**config.mk**
```make
export PLATFORM = sky130hd
export DESIGN_NAME = csa_scan_cfg
export DESIGN_NICKNAME = d
export VERILOG_FILES = /design/src/verilog/csa_pkg.sv /design/src/verilog/csa_scan_cfg.sv /design/src/verilog/csa_timer.sv
export SDC_FILE = /design/constraint.sdc
export NUM_CORES = 1
export LEC_CHECK = 0
export ABC_AREA = 1
export ABC_CLOCK_PERIOD_IN_PS = 5400
export BUFFER_PORTS_ARGS = -buffer_cell sky130_fd_sc_hd__buf_4
export CORE_MARGIN = 1
export CORE_UTILIZATION = 30
export CTS_BUF_LIST = sky130_fd_sc_hd__clkbuf_4
export CTS_CLUSTER_DIAMETER = 50
export DETAILED_ROUTE_END_ITERATION = 12
export HOLD_SLACK_MARGIN = 0.06
export SYNTH_ARGS = -nofsm -noshare
export SYNTH_HDL_FRONTEND = slang
export SYNTH_SLANG_ARGS = --single-unit
```
**constraint.sdc**
```tcl
create_clock -name core_clk -period 5.4 [get_ports core_clk]
set_input_delay 1.62 -clock core_clk [delete_from_list [all_inputs] [get_ports core_clk]]
set_output_delay 1.62 -clock core_clk [all_outputs]
set_load 0.005 [all_outputs]
```
**src/verilog/csa_pkg.sv**
```systemverilog
// constants and types for the channel scan and association config block
// assumes one 100 MHz core clock and a synchronous active-low reset
package csa_pkg;

    // =========================================================
    // parameter select codes
    localparam int SEL_W = 3;
    typedef enum logic [SEL_W-1:0] {
        SEL_MASK   = 3'b000,
        SEL_SDUR   = 3'b001,
        SEL_EDOPT  = 3'b010,
        SEL_COOPT  = 3'b011,
        SEL_STATUS = 3'b100
    } csa_sel_type;

    // =========================================================
    // widths, ranges, reset values
    localparam int DATA_W = 16;
    localparam logic [15:0] MASK_RST   = 16'h1ffe;
    localparam logic [15:0] MASK_HP    = 16'h1ffe;
    localparam logic [15:0] MASK_STD   = 16'hffff;
    localparam logic [3:0]  SDUR_RST   = 4'h4;
    localparam logic [15:0] SDUR_MAX   = 16'h000f;
    localparam logic [7:0]  EDOPT_RST  = 8'h00;
    localparam logic [15:0] EDOPT_MAX  = 16'h000f;
    localparam logic [7:0]  COOPT_RST  = 8'h00;
    localparam logic [15:0] COOPT_MAX  = 16'h0007;
    localparam logic [7:0]  CHAN_BASE  = 8'h0b;
    localparam logic [4:0]  IDX_NONE   = 5'h10;
    localparam logic [7:0]  QUIET_MIN  = 8'h00;
    localparam logic [7:0]  LOUD_MAX   = 8'hff;

    // =========================================================
    // option bit positions
    localparam int ED_ANY_PAN  = 0;
    localparam int ED_ANY_CHAN = 1;
    localparam int ED_AUTO     = 2;
    localparam int ED_POLL     = 3;
    localparam int CO_PAN      = 0;
    localparam int CO_CHAN     = 1;
    localparam int CO_ALLOW    = 2;

    // =========================================================
    // timing
    localparam longint CLK_PERIOD_NS = 10;
    localparam longint DWELL_BASE_NS = 15_360_000;
    localparam longint GAP_NS        = 38_000_000;
    localparam longint TAIL_NS       = 20_000_000;
    localparam longint DWELL_CYC_D   = DWELL_BASE_NS / CLK_PERIOD_NS;
    localparam longint GAP_CYC_D     = GAP_NS / CLK_PERIOD_NS;
    localparam longint TAIL_CYC_D    = TAIL_NS / CLK_PERIOD_NS;
    localparam int TMR_W = 40;

    // =========================================================
    // scan sequencer states
    typedef enum logic [1:0] {
        ST_IDLE  = 2'b00,
        ST_DWELL = 2'b01,
        ST_GAP   = 2'b10,
        ST_TAIL  = 2'b11
    } csa_state_type;

endpackage : csa_pkg

```
**src/verilog/csa_scan_cfg.sv**
```systemverilog
// scan and association configuration with channel scan sequencer
// assumes command-mode parameter port and radio status on core_clk;
// pin_wake comes from a pin and is synchronised here
`timescale 1ns/1ps
module csa_scan_cfg #(
    parameter bit     HIGH_POWER = 1'b0,
    parameter longint DWELL_CYC  = csa_pkg::DWELL_CYC_D,
    parameter longint GAP_CYC    = csa_pkg::GAP_CYC_D,
    parameter longint TAIL_CYC   = csa_pkg::TAIL_CYC_D
) (
    input  wire logic                        core_clk,
    input  wire logic                        nrst,
    input  wire logic                        wr_en,
    input  wire logic [csa_pkg::SEL_W-1:0]   wr_sel,
    input  wire logic [csa_pkg::DATA_W-1:0]  wr_data,
    output logic                             wr_err,
    input  wire logic [csa_pkg::SEL_W-1:0]   rd_sel,
    output logic [csa_pkg::DATA_W-1:0]       rd_data,
    input  wire logic                        scan_start,
    input  wire logic                        scan_energy,
    input  wire logic                        coord_start,
    output logic                             scan_busy,
    output logic                             scan_is_energy,
    output logic                             chan_listen,
    output logic [7:0]                       scan_chan,
    output logic                             scan_done,
    input  wire logic                        energy_valid,
    input  wire logic [7:0]                  energy_level,
    input  wire logic                        pan_conflict,
    output logic                             net_id_change,
    input  wire logic [7:0]                  configured_channel,
    output logic [7:0]                       op_channel,
    input  wire logic                        is_coord,
    input  wire logic                        beacon_net,
    input  wire logic                        associated,
    input  wire logic                        cand_valid,
    input  wire logic                        cand_pan_match,
    input  wire logic                        cand_chan_match,
    output logic                             assoc_try,
    output logic                             assoc_permit,
    input  wire logic                        pin_wake,
    output logic                             poll_req,
    input  wire logic                        assoc_req,
    output logic                             assoc_accept,
    output logic                             assoc_refuse
);
    import csa_pkg::*;

    // =========================================================
    // parameter registers
    logic [15:0] mask_ff;
    logic [3:0]  sdur_ff;
    logic [7:0]  edopt_ff;
    logic [7:0]  coopt_ff;
    logic        wr_err_ff;
    logic [15:0] rd_data_ff;

    wire w_mask  = wr_en && (wr_sel == SEL_MASK);
    wire w_sdur  = wr_en && (wr_sel == SEL_SDUR);
    wire w_edopt = wr_en && (wr_sel == SEL_EDOPT);
    wire w_coopt = wr_en && (wr_sel == SEL_COOPT);
    wire bad_sdur  = w_sdur && (wr_data > SDUR_MAX);
    wire bad_edopt = w_edopt && (wr_data > EDOPT_MAX);
    wire bad_coopt = w_coopt && (wr_data > COOPT_MAX);
    wire bad_sel   = wr_en && !(w_mask || w_sdur || w_edopt || w_coopt);
    wire bad_wr    = bad_sdur || bad_edopt || bad_coopt || bad_sel;

    always_ff @(posedge core_clk)
    begin
        if (!nrst)
        begin
            mask_ff   <= MASK_RST;
            sdur_ff   <= SDUR_RST;
            edopt_ff  <= EDOPT_RST;
            coopt_ff  <= COOPT_RST;
            wr_err_ff <= 1'b0;
        end
        else
        begin
            if (w_mask)
                mask_ff <= wr_data;
            if (w_sdur && !bad_sdur)
                sdur_ff <= wr_data[3:0];
            if (w_edopt && !bad_edopt)
                edopt_ff <= wr_data[7:0];
            if (w_coopt && !bad_coopt)
                coopt_ff <= wr_data[7:0];
            wr_err_ff <= bad_wr;
        end
    end
    assign wr_err = wr_err_ff;

    // =========================================================
    // effective channel mask, one bit per channel
    localparam logic [15:0] VAR_MASK = HIGH_POWER ? MASK_HP : MASK_STD;
    logic [15:0] eff_mask;
    for (genvar n = 0; n < 16; n++)
    begin : g_chan
        assign eff_mask[n] = mask_ff[n] && VAR_MASK[n];
    end

    function automatic logic [4:0] find_next(input logic [15:0] m,
                                             input logic [4:0]  from);
        logic [4:0] r;
        r = IDX_NONE;
        for (int i = 15; i >= 0; i--)
            if (m[i] && (i >= int'(from)))
                r = 5'(i);
        return r;
    endfunction : find_next

    // =========================================================
    // scan sequencer
    csa_state_type st_ff;
    csa_state_type nxt_st;
    logic [3:0]    idx_ff;
    logic          energy_ff;
    logic          from_coord_ff;
    logic          pend_active_ff;
    logic          conflict_ff;
    logic [7:0]    peak_ff;
    logic [7:0]    best_ff;
    logic [3:0]    best_idx_ff;
    logic [7:0]    scan_chan_ff;
    logic [7:0]    op_chan_ff;
    logic          scan_done_ff;
    logic          id_chg_ff;
    logic          tmr_load;
    logic [TMR_W-1:0] tmr_val;
    logic          tmr_done;

    wire [4:0] first_idx = find_next(eff_mask, 5'h00);
    wire [4:0] next_idx  = find_next(eff_mask, 5'(idx_ff) + 5'h01);
    wire idle       = (st_ff == ST_IDLE);
    wire cmd_go     = idle && scan_start;
    wire co_go      = idle && coord_start && !scan_start;
    wire co_energy  = coopt_ff[CO_CHAN];
    wire co_active  = coopt_ff[CO_PAN];
    wire co_scan    = co_go && (co_energy || co_active);
    wire go         = cmd_go || co_scan;
    wire go_energy  = cmd_go ? scan_energy : co_energy;
    wire tail_end   = (st_ff == ST_TAIL) && tmr_done;
    wire chain      = tail_end && from_coord_ff && pend_active_ff;
    wire start_any  = go || chain;
    wire gap_end    = (st_ff == ST_GAP) && tmr_done;
    wire dwell_end  = (st_ff == ST_DWELL) && tmr_done;
    wire [4:0] pick = start_any ? first_idx : next_idx;
    wire more       = !pick[4];

    wire [TMR_W-1:0] dwell_len = TMR_W'(DWELL_CYC) << sdur_ff;

    always_comb
    begin
        nxt_st   = st_ff;
        tmr_load = 1'b0;
        tmr_val  = TMR_W'(TAIL_CYC);
        case (st_ff)
            ST_IDLE:
                if (go)
                begin
                    tmr_load = 1'b1;
                    nxt_st   = more ? ST_DWELL : ST_TAIL;
                    tmr_val  = more ? dwell_len : TMR_W'(TAIL_CYC);
                end
            ST_DWELL:
                if (tmr_done)
                begin
                    tmr_load = 1'b1;
                    tmr_val  = TMR_W'(GAP_CYC);
                    nxt_st   = ST_GAP;
                end
            ST_GAP:
                if (tmr_done)
                begin
                    tmr_load = 1'b1;
                    nxt_st   = more ? ST_DWELL : ST_TAIL;
                    tmr_val  = more ? dwell_len : TMR_W'(TAIL_CYC);
                end
            ST_TAIL:
                if (tmr_done)
                begin
                    nxt_st = ST_IDLE;
                    if (chain)
                    begin
                        tmr_load = 1'b1;
                        nxt_st   = more ? ST_DWELL : ST_TAIL;
                        tmr_val  = more ? dwell_len : TMR_W'(TAIL_CYC);
                    end
                end
            default:
                nxt_st = ST_IDLE;
        endcase
    end

    csa_timer #(
        .W (TMR_W)
    ) u_timer (
        .core_clk (core_clk),
        .nrst     (nrst),
        .load     (tmr_load),
        .value    (tmr_val),
        .done     (tmr_done)
    );

    // quietest channel: largest -dBm of each channel's peak energy
    wire [7:0] peak_nxt = (energy_valid && (energy_level < peak_ff))
                          ? energy_level : peak_ff;
    wire better = dwell_end && energy_ff && (peak_nxt > best_ff);
    wire co_done = tail_end && from_coord_ff && !chain;

    always_ff @(posedge core_clk)
    begin
        if (!nrst)
        begin
            st_ff          <= ST_IDLE;
            idx_ff         <= 4'h0;
            energy_ff      <= 1'b0;
            from_coord_ff  <= 1'b0;
            pend_active_ff <= 1'b0;
            conflict_ff    <= 1'b0;
            peak_ff        <= LOUD_MAX;
            best_ff        <= QUIET_MIN;
            best_idx_ff    <= 4'h0;
            scan_chan_ff   <= CHAN_BASE;
            op_chan_ff     <= CHAN_BASE;
            scan_done_ff   <= 1'b0;
            id_chg_ff      <= 1'b0;
        end
        else
        begin
            st_ff <= nxt_st;
            if ((start_any || gap_end) && more)
            begin
                idx_ff       <= pick[3:0];
                scan_chan_ff <= CHAN_BASE + 8'(pick[3:0]);
                peak_ff      <= LOUD_MAX;
            end
            else if (st_ff == ST_DWELL)
                peak_ff <= peak_nxt;
            if (go)
            begin
                energy_ff      <= go_energy;
                from_coord_ff  <= co_scan;
                pend_active_ff <= co_scan && co_energy && co_active;
                conflict_ff    <= 1'b0;
                best_ff        <= QUIET_MIN;
                best_idx_ff    <= 4'h0;
            end
            else if (chain)
            begin
                energy_ff      <= 1'b0;
                pend_active_ff <= 1'b0;
            end
            if (better)
            begin
                best_ff     <= peak_nxt;
                best_idx_ff <= idx_ff;
            end
            if ((st_ff == ST_DWELL) && !energy_ff && from_coord_ff
                && pan_conflict)
                conflict_ff <= 1'b1;
            if (co_go && !co_energy)
                op_chan_ff <= configured_channel;
            else if (tail_end && from_coord_ff && energy_ff)
                op_chan_ff <= CHAN_BASE + 8'(best_idx_ff);
            scan_done_ff <= tail_end && !chain;
            id_chg_ff    <= co_done && co_active
                            && (conflict_ff || (pan_conflict
                            && (st_ff == ST_DWELL)));
        end
    end

    assign scan_busy      = !idle;
    assign scan_is_energy = energy_ff;
    assign chan_listen    = (st_ff == ST_DWELL);
    assign scan_chan      = scan_chan_ff;
    assign scan_done      = scan_done_ff;
    assign net_id_change  = id_chg_ff;
    assign op_channel     = op_chan_ff;

    // =========================================================
    // association options
    assign assoc_permit = cand_valid && !is_coord
                          && (edopt_ff[ED_ANY_PAN] || cand_pan_match)
                          && (edopt_ff[ED_ANY_CHAN] || cand_chan_match);
    assign assoc_try    = !is_coord && !associated
                          && (beacon_net || edopt_ff[ED_AUTO]);
    assign assoc_accept = is_coord && assoc_req && coopt_ff[CO_ALLOW];
    assign assoc_refuse = is_coord && assoc_req && !coopt_ff[CO_ALLOW];

    // pin wake: two-flop synchroniser, edge taken from the second stage
    logic wake_s1_ff;
    logic wake_s2_ff;
    logic wake_s3_ff;
    logic poll_ff;
    wire  wake_rise = wake_s2_ff && !wake_s3_ff;

    always_ff @(posedge core_clk)
    begin
        if (!nrst)
        begin
            wake_s1_ff <= 1'b0;
            wake_s2_ff <= 1'b0;
            wake_s3_ff <= 1'b0;
            poll_ff    <= 1'b0;
        end
        else
        begin
            wake_s1_ff <= pin_wake;
            wake_s2_ff <= wake_s1_ff;
            wake_s3_ff <= wake_s2_ff;
            poll_ff    <= wake_rise && !is_coord && edopt_ff[ED_POLL];
        end
    end
    assign poll_req = poll_ff;

    // =========================================================
    // read-back
    wire [15:0] status_word = {8'h00, 1'b0, energy_ff, st_ff, idx_ff};
    wire [15:0] rd_mux =
        (rd_sel == SEL_MASK)   ? mask_ff :
        (rd_sel == SEL_SDUR)   ? {12'h000, sdur_ff} :
        (rd_sel == SEL_EDOPT)  ? {8'h00, edopt_ff} :
        (rd_sel == SEL_COOPT)  ? {8'h00, coopt_ff} :
        (rd_sel == SEL_STATUS) ? status_word : 16'h0000;

    always_ff @(posedge core_clk)
    begin
        if (!nrst)
            rd_data_ff <= 16'h0000;
        else
            rd_data_ff <= rd_mux;
    end
    assign rd_data = rd_data_ff;
endmodule : csa_scan_cfg

```
**src/verilog/csa_timer.sv**
```systemverilog
// one-shot down counter for scan dwell, gap and tail periods
// assumes load and value come from logic on core_clk
`timescale 1ns/1ps
module csa_timer #(
    parameter int W = 40
) (
    input  wire logic         core_clk,
    input  wire logic         nrst,
    input  wire logic         load,
    input  wire logic [W-1:0] value,
    output logic              done
);
    import csa_pkg::*;

    // =========================================================
    // counter
    logic [W-1:0] cnt_ff;
    logic [W-1:0] nxt_cnt;
    logic         run_ff;
    logic         nxt_run;
    wire          last = run_ff && (cnt_ff == W'(1));

    assign nxt_cnt = load ? value : (run_ff ? cnt_ff - W'(1) : cnt_ff);
    assign nxt_run = load ? (value != '0) : (run_ff && !last);
    assign done    = last;

    always_ff @(posedge core_clk)
    begin
        if (!nrst)
        begin
            cnt_ff <= '0;
            run_ff <= 1'b0;
        end
        else
        begin
            cnt_ff <= nxt_cnt;
            run_ff <= nxt_run;
        end
    end

endmodule : csa_timer

```
==> flow_metrics.py <==
metrics = {
    "status": {
        "outcome": "finished clean",
    },
    "floorplanning": {
        "floorplan.core_area_mm2": 0.0272,
        "die-area_mm2": 0.0287,
        "initial_util": 0.309,
        "ios": 97,
        "die_x_um": 169,
        "fp.dieH_um": 169,
        "num_rows": 60,
    },
    "synth": {
        "synth_top_family_by_area": "simple AND/OR/NAND/NOR gates",
        "leading_area_contributor_after_synthesis": "sky130_fd_sc_hd__dfxtp_1",
        "yosysWarnings": 0,
        "synth_enable_flop_cells": 0,
        "synth-compound-area-share": 0.191,
        "syn_area_mm2": 0.00840,
        "yosys-top-cells-area": "sky130_fd_sc_hd__dfxtp_1 (34%), sky130_fd_sc_hd__nand2_1 (11%), sky130_fd_sc_hd__inv_1 (7.0%), sky130_fd_sc_hd__nor2_1 (6.2%), sky130_fd_sc_hd__a21oi_1 (5.2%)",
        "post_synth_mux_area_share": 0,
        "synth.yosys.seq_area_share": 0.341,
        "parity_gate_share_of_the_synthesized_area_counting_xor_and_xnor_cells": 0.0311,
        "ys_seq_elements": 143,
        "synth_top_flop_cell": "sky130_fd_sc_hd__dfxtp_1",
        "syn-mean-instance-area_um2": 6.79,
        "async_flop_share": 0,
        "post_synth_and_or_nand_nor_area_fraction": 0.295,
        "postSynthCellCount": 1236,
        "synth_fa_ha_area_frac": 0.0417,
        "yosysTopAreaCellShare": 0.341,
        "ys_types": 54,
    },
    "sta": {
        "accumulated_negative_setup_slack_ns": 0,
        "final.hold.worst_slack_ns": 0.408,
        "final_worst_path_period_share": 0.817,
        "fin_crit_ns": 4.41,
        "final-max-slew-violation-count": 0,
        "worst_slew_pin_slew_ns": 1.12,
        "rsz0062_at_grt": "no",
        "timing.final.setup_violations": 0,
        "finClkSkew_ns": 0.0302,
        "clock.fmax_ghz": 0.227,
        "final_hold_viol_count": 0,
        "slew-limit-headroom": 0.250,
    },
    "setup_path": {
        "timing.reg2reg.setup_slack_ns": 1.76,
        "worst_setup_path_end_kind": "flip-flop",
        "critical_path_class": "in -> reg",
        "crit_chain": "buf_4 > ha_1 > o21a_1 > o211ai_1 > nand2_1 > nand4_1 > nand3_1 > inv_1 > nand2_1 > o21ai_0 > ha_1 > a21oi_1 > nor2_1 > a211oi_1 > a32o_1 > nor3_1 > nor2_1 > nand2_1 > a21oi_1",
        "critical_path.most_common_cell": "sky130_fd_sc_hd__nand2_1",
        "family_with_the_most_delay_on_the_worst_path": "simple AND/OR/NAND/NOR gates",
        "critical_path.n_buffers_inverters": 2,
        "crit_cells": 19,
        "required_ns": 5.88,
        "worst_r2r_startpoint": "idx_ff[0]",
        "start_kind": "input port",
        "worstReg2RegEnd": "peak_ff[5]",
        "worst_r2r_path_depth": 16,
        "critical-path-slowest-cell": "sky130_fd_sc_hd__nor2_1",
        "cp_data_arrival_time_ns": 4.89,
        "worstPathMaxFanout": 14,
        "setup.worst_path.start": "energy_level[1]",
        "timing.critical_path.to": "best_ff[5]",
        "slowest_delay_ns": 0.61,
    },
    "power_and_ir_drop": {
        "fin_total_pwr_mw": 4.16,
        "worst_ir_drop_vdd_mv": 0.252,
        "power_per_cell_area_mw_per_mm2": 430,
        "power_leakage_nw": 4.23,
    },
    "global_route": {
        "track_usage": 0.174,
        "grt_remaining_overflow": 0,
        "global_route_wire_length_before_repair_um": 39900,
        "grt_start_max_net_pins": 58,
        "number_of_global_route_vias_before_repair": 7838,
        "grt_antenna_before_repair": 1,
    },
    "cells_and_area": {
        "multi_input_comb_area_mm2": 0.00470,
        "area.growth.synth_to_final_pct": 15.2,
        "filler_cell_count": 2979,
        "num-nets-final": 1392,
        "seqCellArea_mm2": 0.00286,
        "drive_above_1_share": 0.135,
    },
    "min_path": {
        "hold_class": "reg -> reg",
    },
    "detailed_routing": {
        "pre_antenna_drt_iters": 5,
        "dr.first_iter.drc_count": 652,
        "vias": 8325,
        "detail-route-antenna-nets": 0,
        "drcViolationCount": 0,
        "wire_per_inst_um": 14.5,
        "wl_um": 24500,
        "detail_route.vias_per_cell": 4.91,
    },
    "cts": {
        "number_of_cts_inserted_buffers": 17,
        "post_cts_buffers": 0,
        "cts-htree-levels": 4,
        "post_cts_resize_count": 0,
        "clock_insertion_delay_worst_skew_ns": 0.59,
        "clock-root-buffer": "sky130_fd_sc_hd__clkbuf_4",
        "worst_setup_hold_path_clk_slew_ns": 0.15,
        "cts_sinks": 143,
        "cts_tree": "built",
        "clockBufferDepth": 2,
        "postCtsHoldBufs": 0,
    },
    "placed_design": {
        "gp_congestion": 0.860,
        "dp_hpwl_um": 18100,
        "placement.io_buffers": 93,
    },
    "job": {
        "cap_viol_max_count": 0,
    },
}
==> report_power, final <==
| part | leakage (nW) | switching, mW | internal, mW | total [mW] |
|---|---|---|---|---|
| registers | 1.17 | 0.173 | 1.22 | 1.39 |
| logic | 2.91 | 1.35 | 0.678 | 2.03 |
| clock network | 0.153 | 0.458 | 0.282 | 0.740 |
| total | 4.23 | 1.98 | 2.18 | 4.16 |
==> cell usage in the layout, fill, tap and decap left out, types with 3 or more instances in the layout <==
cell type / Yosys / routed
sky130_fd_sc_hd__nor4_1: 12 / 12
sky130_fd_sc_hd__nand3_2: 3 / 3
sky130_fd_sc_hd__inv_6: 0 / 5
sky130_fd_sc_hd__a221oi_1: 4 / 4
sky130_fd_sc_hd__nand3_1: 66 / 66
sky130_fd_sc_hd__nor2_2: 12 / 12
sky130_fd_sc_hd__o21ai_1: 26 / 26
sky130_fd_sc_hd__a211oi_1: 3 / 3
sky130_fd_sc_hd__o21ai_0: 77 / 77
sky130_fd_sc_hd__nand4_1: 19 / 19
sky130_fd_sc_hd__and3_1: 3 / 3
sky130_fd_sc_hd__inv_2: 9 / 10
sky130_fd_sc_hd__o22ai_1: 13 / 13
sky130_fd_sc_hd__conb_1: 1 / 3
sky130_fd_sc_hd__nand2_1: 236 / 236
sky130_fd_sc_hd__clkinv_4: 0 / 3
sky130_fd_sc_hd__o211ai_1: 30 / 30
sky130_fd_sc_hd__nand3b_1: 3 / 3
sky130_fd_sc_hd__xor2_1: 22 / 22
sky130_fd_sc_hd__inv_1: 156 / 155
sky130_fd_sc_hd__nor3_1: 32 / 32
sky130_fd_sc_hd__ha_1: 28 / 28
sky130_fd_sc_hd__buf_4: 6 / 98
sky130_fd_sc_hd__nor3_2: 5 / 5
sky130_fd_sc_hd__xnor2_1: 6 / 6
sky130_fd_sc_hd__o2111ai_1: 3 / 3
sky130_fd_sc_hd__dfxtp_1: 143 / 143
sky130_fd_sc_hd__o21a_1: 3 / 3
sky130_fd_sc_hd__a31oi_1: 18 / 18
sky130_fd_sc_hd__clkbuf_4: 0 / 17
sky130_fd_sc_hd__nand2_2: 6 / 6
sky130_fd_sc_hd__a21oi_1: 88 / 88
sky130_fd_sc_hd__nor2_1: 138 / 138
==> state kept, by name, indices dropped and copies added, names as in the netlist, 2 cells and up <==
| signal | flops |
|---|---|
| peak_ff | 8 |
| st_ff | 2 |
| best_idx_ff | 4 |
| eff_mask | 16 |
| u_timer.cnt_ff | 40 |
| rd_data | 16 |
| op_channel | 8 |
| edopt_ff | 8 |
| scan_chan | 5 |
| best_ff | 8 |
| idx_ff | 4 |
| sdur_ff | 4 |
| coopt_ff | 8 |
==> layer usage <==
metal,vias up,share of wire,GRT usage
met5,-,0,0
met3,25,0.050,0.0378
li1,4273,-,-
met2,187,0.47,0.286
met1,3840,0.47,0.227
met4,0,0.016,0.0494
==> cell families after synthesis <==
| logic type | count (synthesis) |
|---|---|
| compound gates | 277 |
| xor+xnor | 29 |
| fa+ha+maj | 28 |
| buf+inv | 211 |
| flops | 143 |
| other cells | 1 |
| simple gates | 547 |
==> worst register-to-register path, stage by stage (launching register included) <==
cell and delay [ns]:
sky130_fd_sc_hd__dfxtp_1 0.65, sky130_fd_sc_hd__inv_1 0.26, sky130_fd_sc_hd__ha_1 0.42, sky130_fd_sc_hd__inv_1 0.11
sky130_fd_sc_hd__nor2_1 0.10, sky130_fd_sc_hd__o211ai_1 0.26, sky130_fd_sc_hd__nand2_1 0.12, sky130_fd_sc_hd__inv_1 0.06
sky130_fd_sc_hd__nand3_1 0.08, sky130_fd_sc_hd__nor2_1 0.26, sky130_fd_sc_hd__nand3_4 0.19, sky130_fd_sc_hd__nand2_4 0.14
sky130_fd_sc_hd__o22ai_4 0.11, sky130_fd_sc_hd__inv_2 0.18, sky130_fd_sc_hd__nand2_1 0.13, sky130_fd_sc_hd__inv_1 0.29
sky130_fd_sc_hd__o211ai_1 0.14
==> cells in the mapped netlist, types with 2 or more instances <==
cell type / number
sky130_fd_sc_hd__a22oi_1: 2
sky130_fd_sc_hd__inv_1: 156
sky130_fd_sc_hd__o211ai_1: 30
sky130_fd_sc_hd__a21oi_1: 88
sky130_fd_sc_hd__buf_1: 2
sky130_fd_sc_hd__a31oi_1: 18
sky130_fd_sc_hd__buf_2: 3
sky130_fd_sc_hd__buf_4: 6
sky130_fd_sc_hd__a211oi_1: 3
sky130_fd_sc_hd__o221ai_1: 2
sky130_fd_sc_hd__nor2_4: 2
sky130_fd_sc_hd__a221oi_1: 4
sky130_fd_sc_hd__nor3_1: 32
sky130_fd_sc_hd__dfxtp_1: 143
sky130_fd_sc_hd__nand2_2: 6
sky130_fd_sc_hd__ha_1: 28
sky130_fd_sc_hd__or2_2: 2
sky130_fd_sc_hd__clkbuf_1: 31
sky130_fd_sc_hd__nand4_2: 2
sky130_fd_sc_hd__xor2_1: 22
sky130_fd_sc_hd__nor4_1: 12
sky130_fd_sc_hd__o21ai_1: 26
sky130_fd_sc_hd__nor3_2: 5
sky130_fd_sc_hd__and3_1: 3
sky130_fd_sc_hd__buf_6: 3
sky130_fd_sc_hd__nor2_2: 12
sky130_fd_sc_hd__inv_2: 9
sky130_fd_sc_hd__nand3_1: 66
sky130_fd_sc_hd__a32o_1: 2
sky130_fd_sc_hd__nand2_1: 236
sky130_fd_sc_hd__o21a_1: 3
sky130_fd_sc_hd__nor2_1: 138
sky130_fd_sc_hd__nand3b_1: 3
sky130_fd_sc_hd__nand4_1: 19
sky130_fd_sc_hd__o2111ai_1: 3
sky130_fd_sc_hd__o21ai_0: 77
sky130_fd_sc_hd__nand3_2: 3
sky130_fd_sc_hd__o22ai_1: 13
sky130_fd_sc_hd__xnor2_1: 6
==> final cells by class <==
cell class,instances,share of cell area
antenna,1,0.000259
clock buffer,17,0.0132
clock inverter,14,0.0163
inverter,166,0.0644
multi-input combinational,884,0.486
sequential,143,0.296
tap,372,0.0481
timing repair buffer,98,0.0760
==> stage by stage <==
step | instances | setup slack, ns | util | area, µm²
2_1_floorplan | 1238 | 0.984 | - | 8410
3_3_place_gp | 1663 | 0.541 | 0.345 | 9390
3_5_place_dp | 1663 | 0.443 | 0.345 | 9390
6_report | 1695 | 0.990 | 0.356 | 9680
4_1_cts | 1694 | 1.03 | 0.356 | 9670
5_1_grt | 1695 | 0.613 | 0.356 | 9680
==> worst min path at each step <==
stage | start | to | slack [ns] | cells after the start
finish | wake_s3_ff | poll_req | 0.41 | 1
global route | wake_s3_ff | poll_req | 0.43 | 1
CTS | wake_s3_ff | poll_req | 0.41 | 1
detailed placement | wake_s3_ff | poll_req | 0.39 | 1
global placement | wake_s3_ff | poll_req | 0.38 | 1
floorplan | wake_s3_ff | poll_req | 0.37 | 1
No activity file was read; power rests on OpenSTA's default activity.
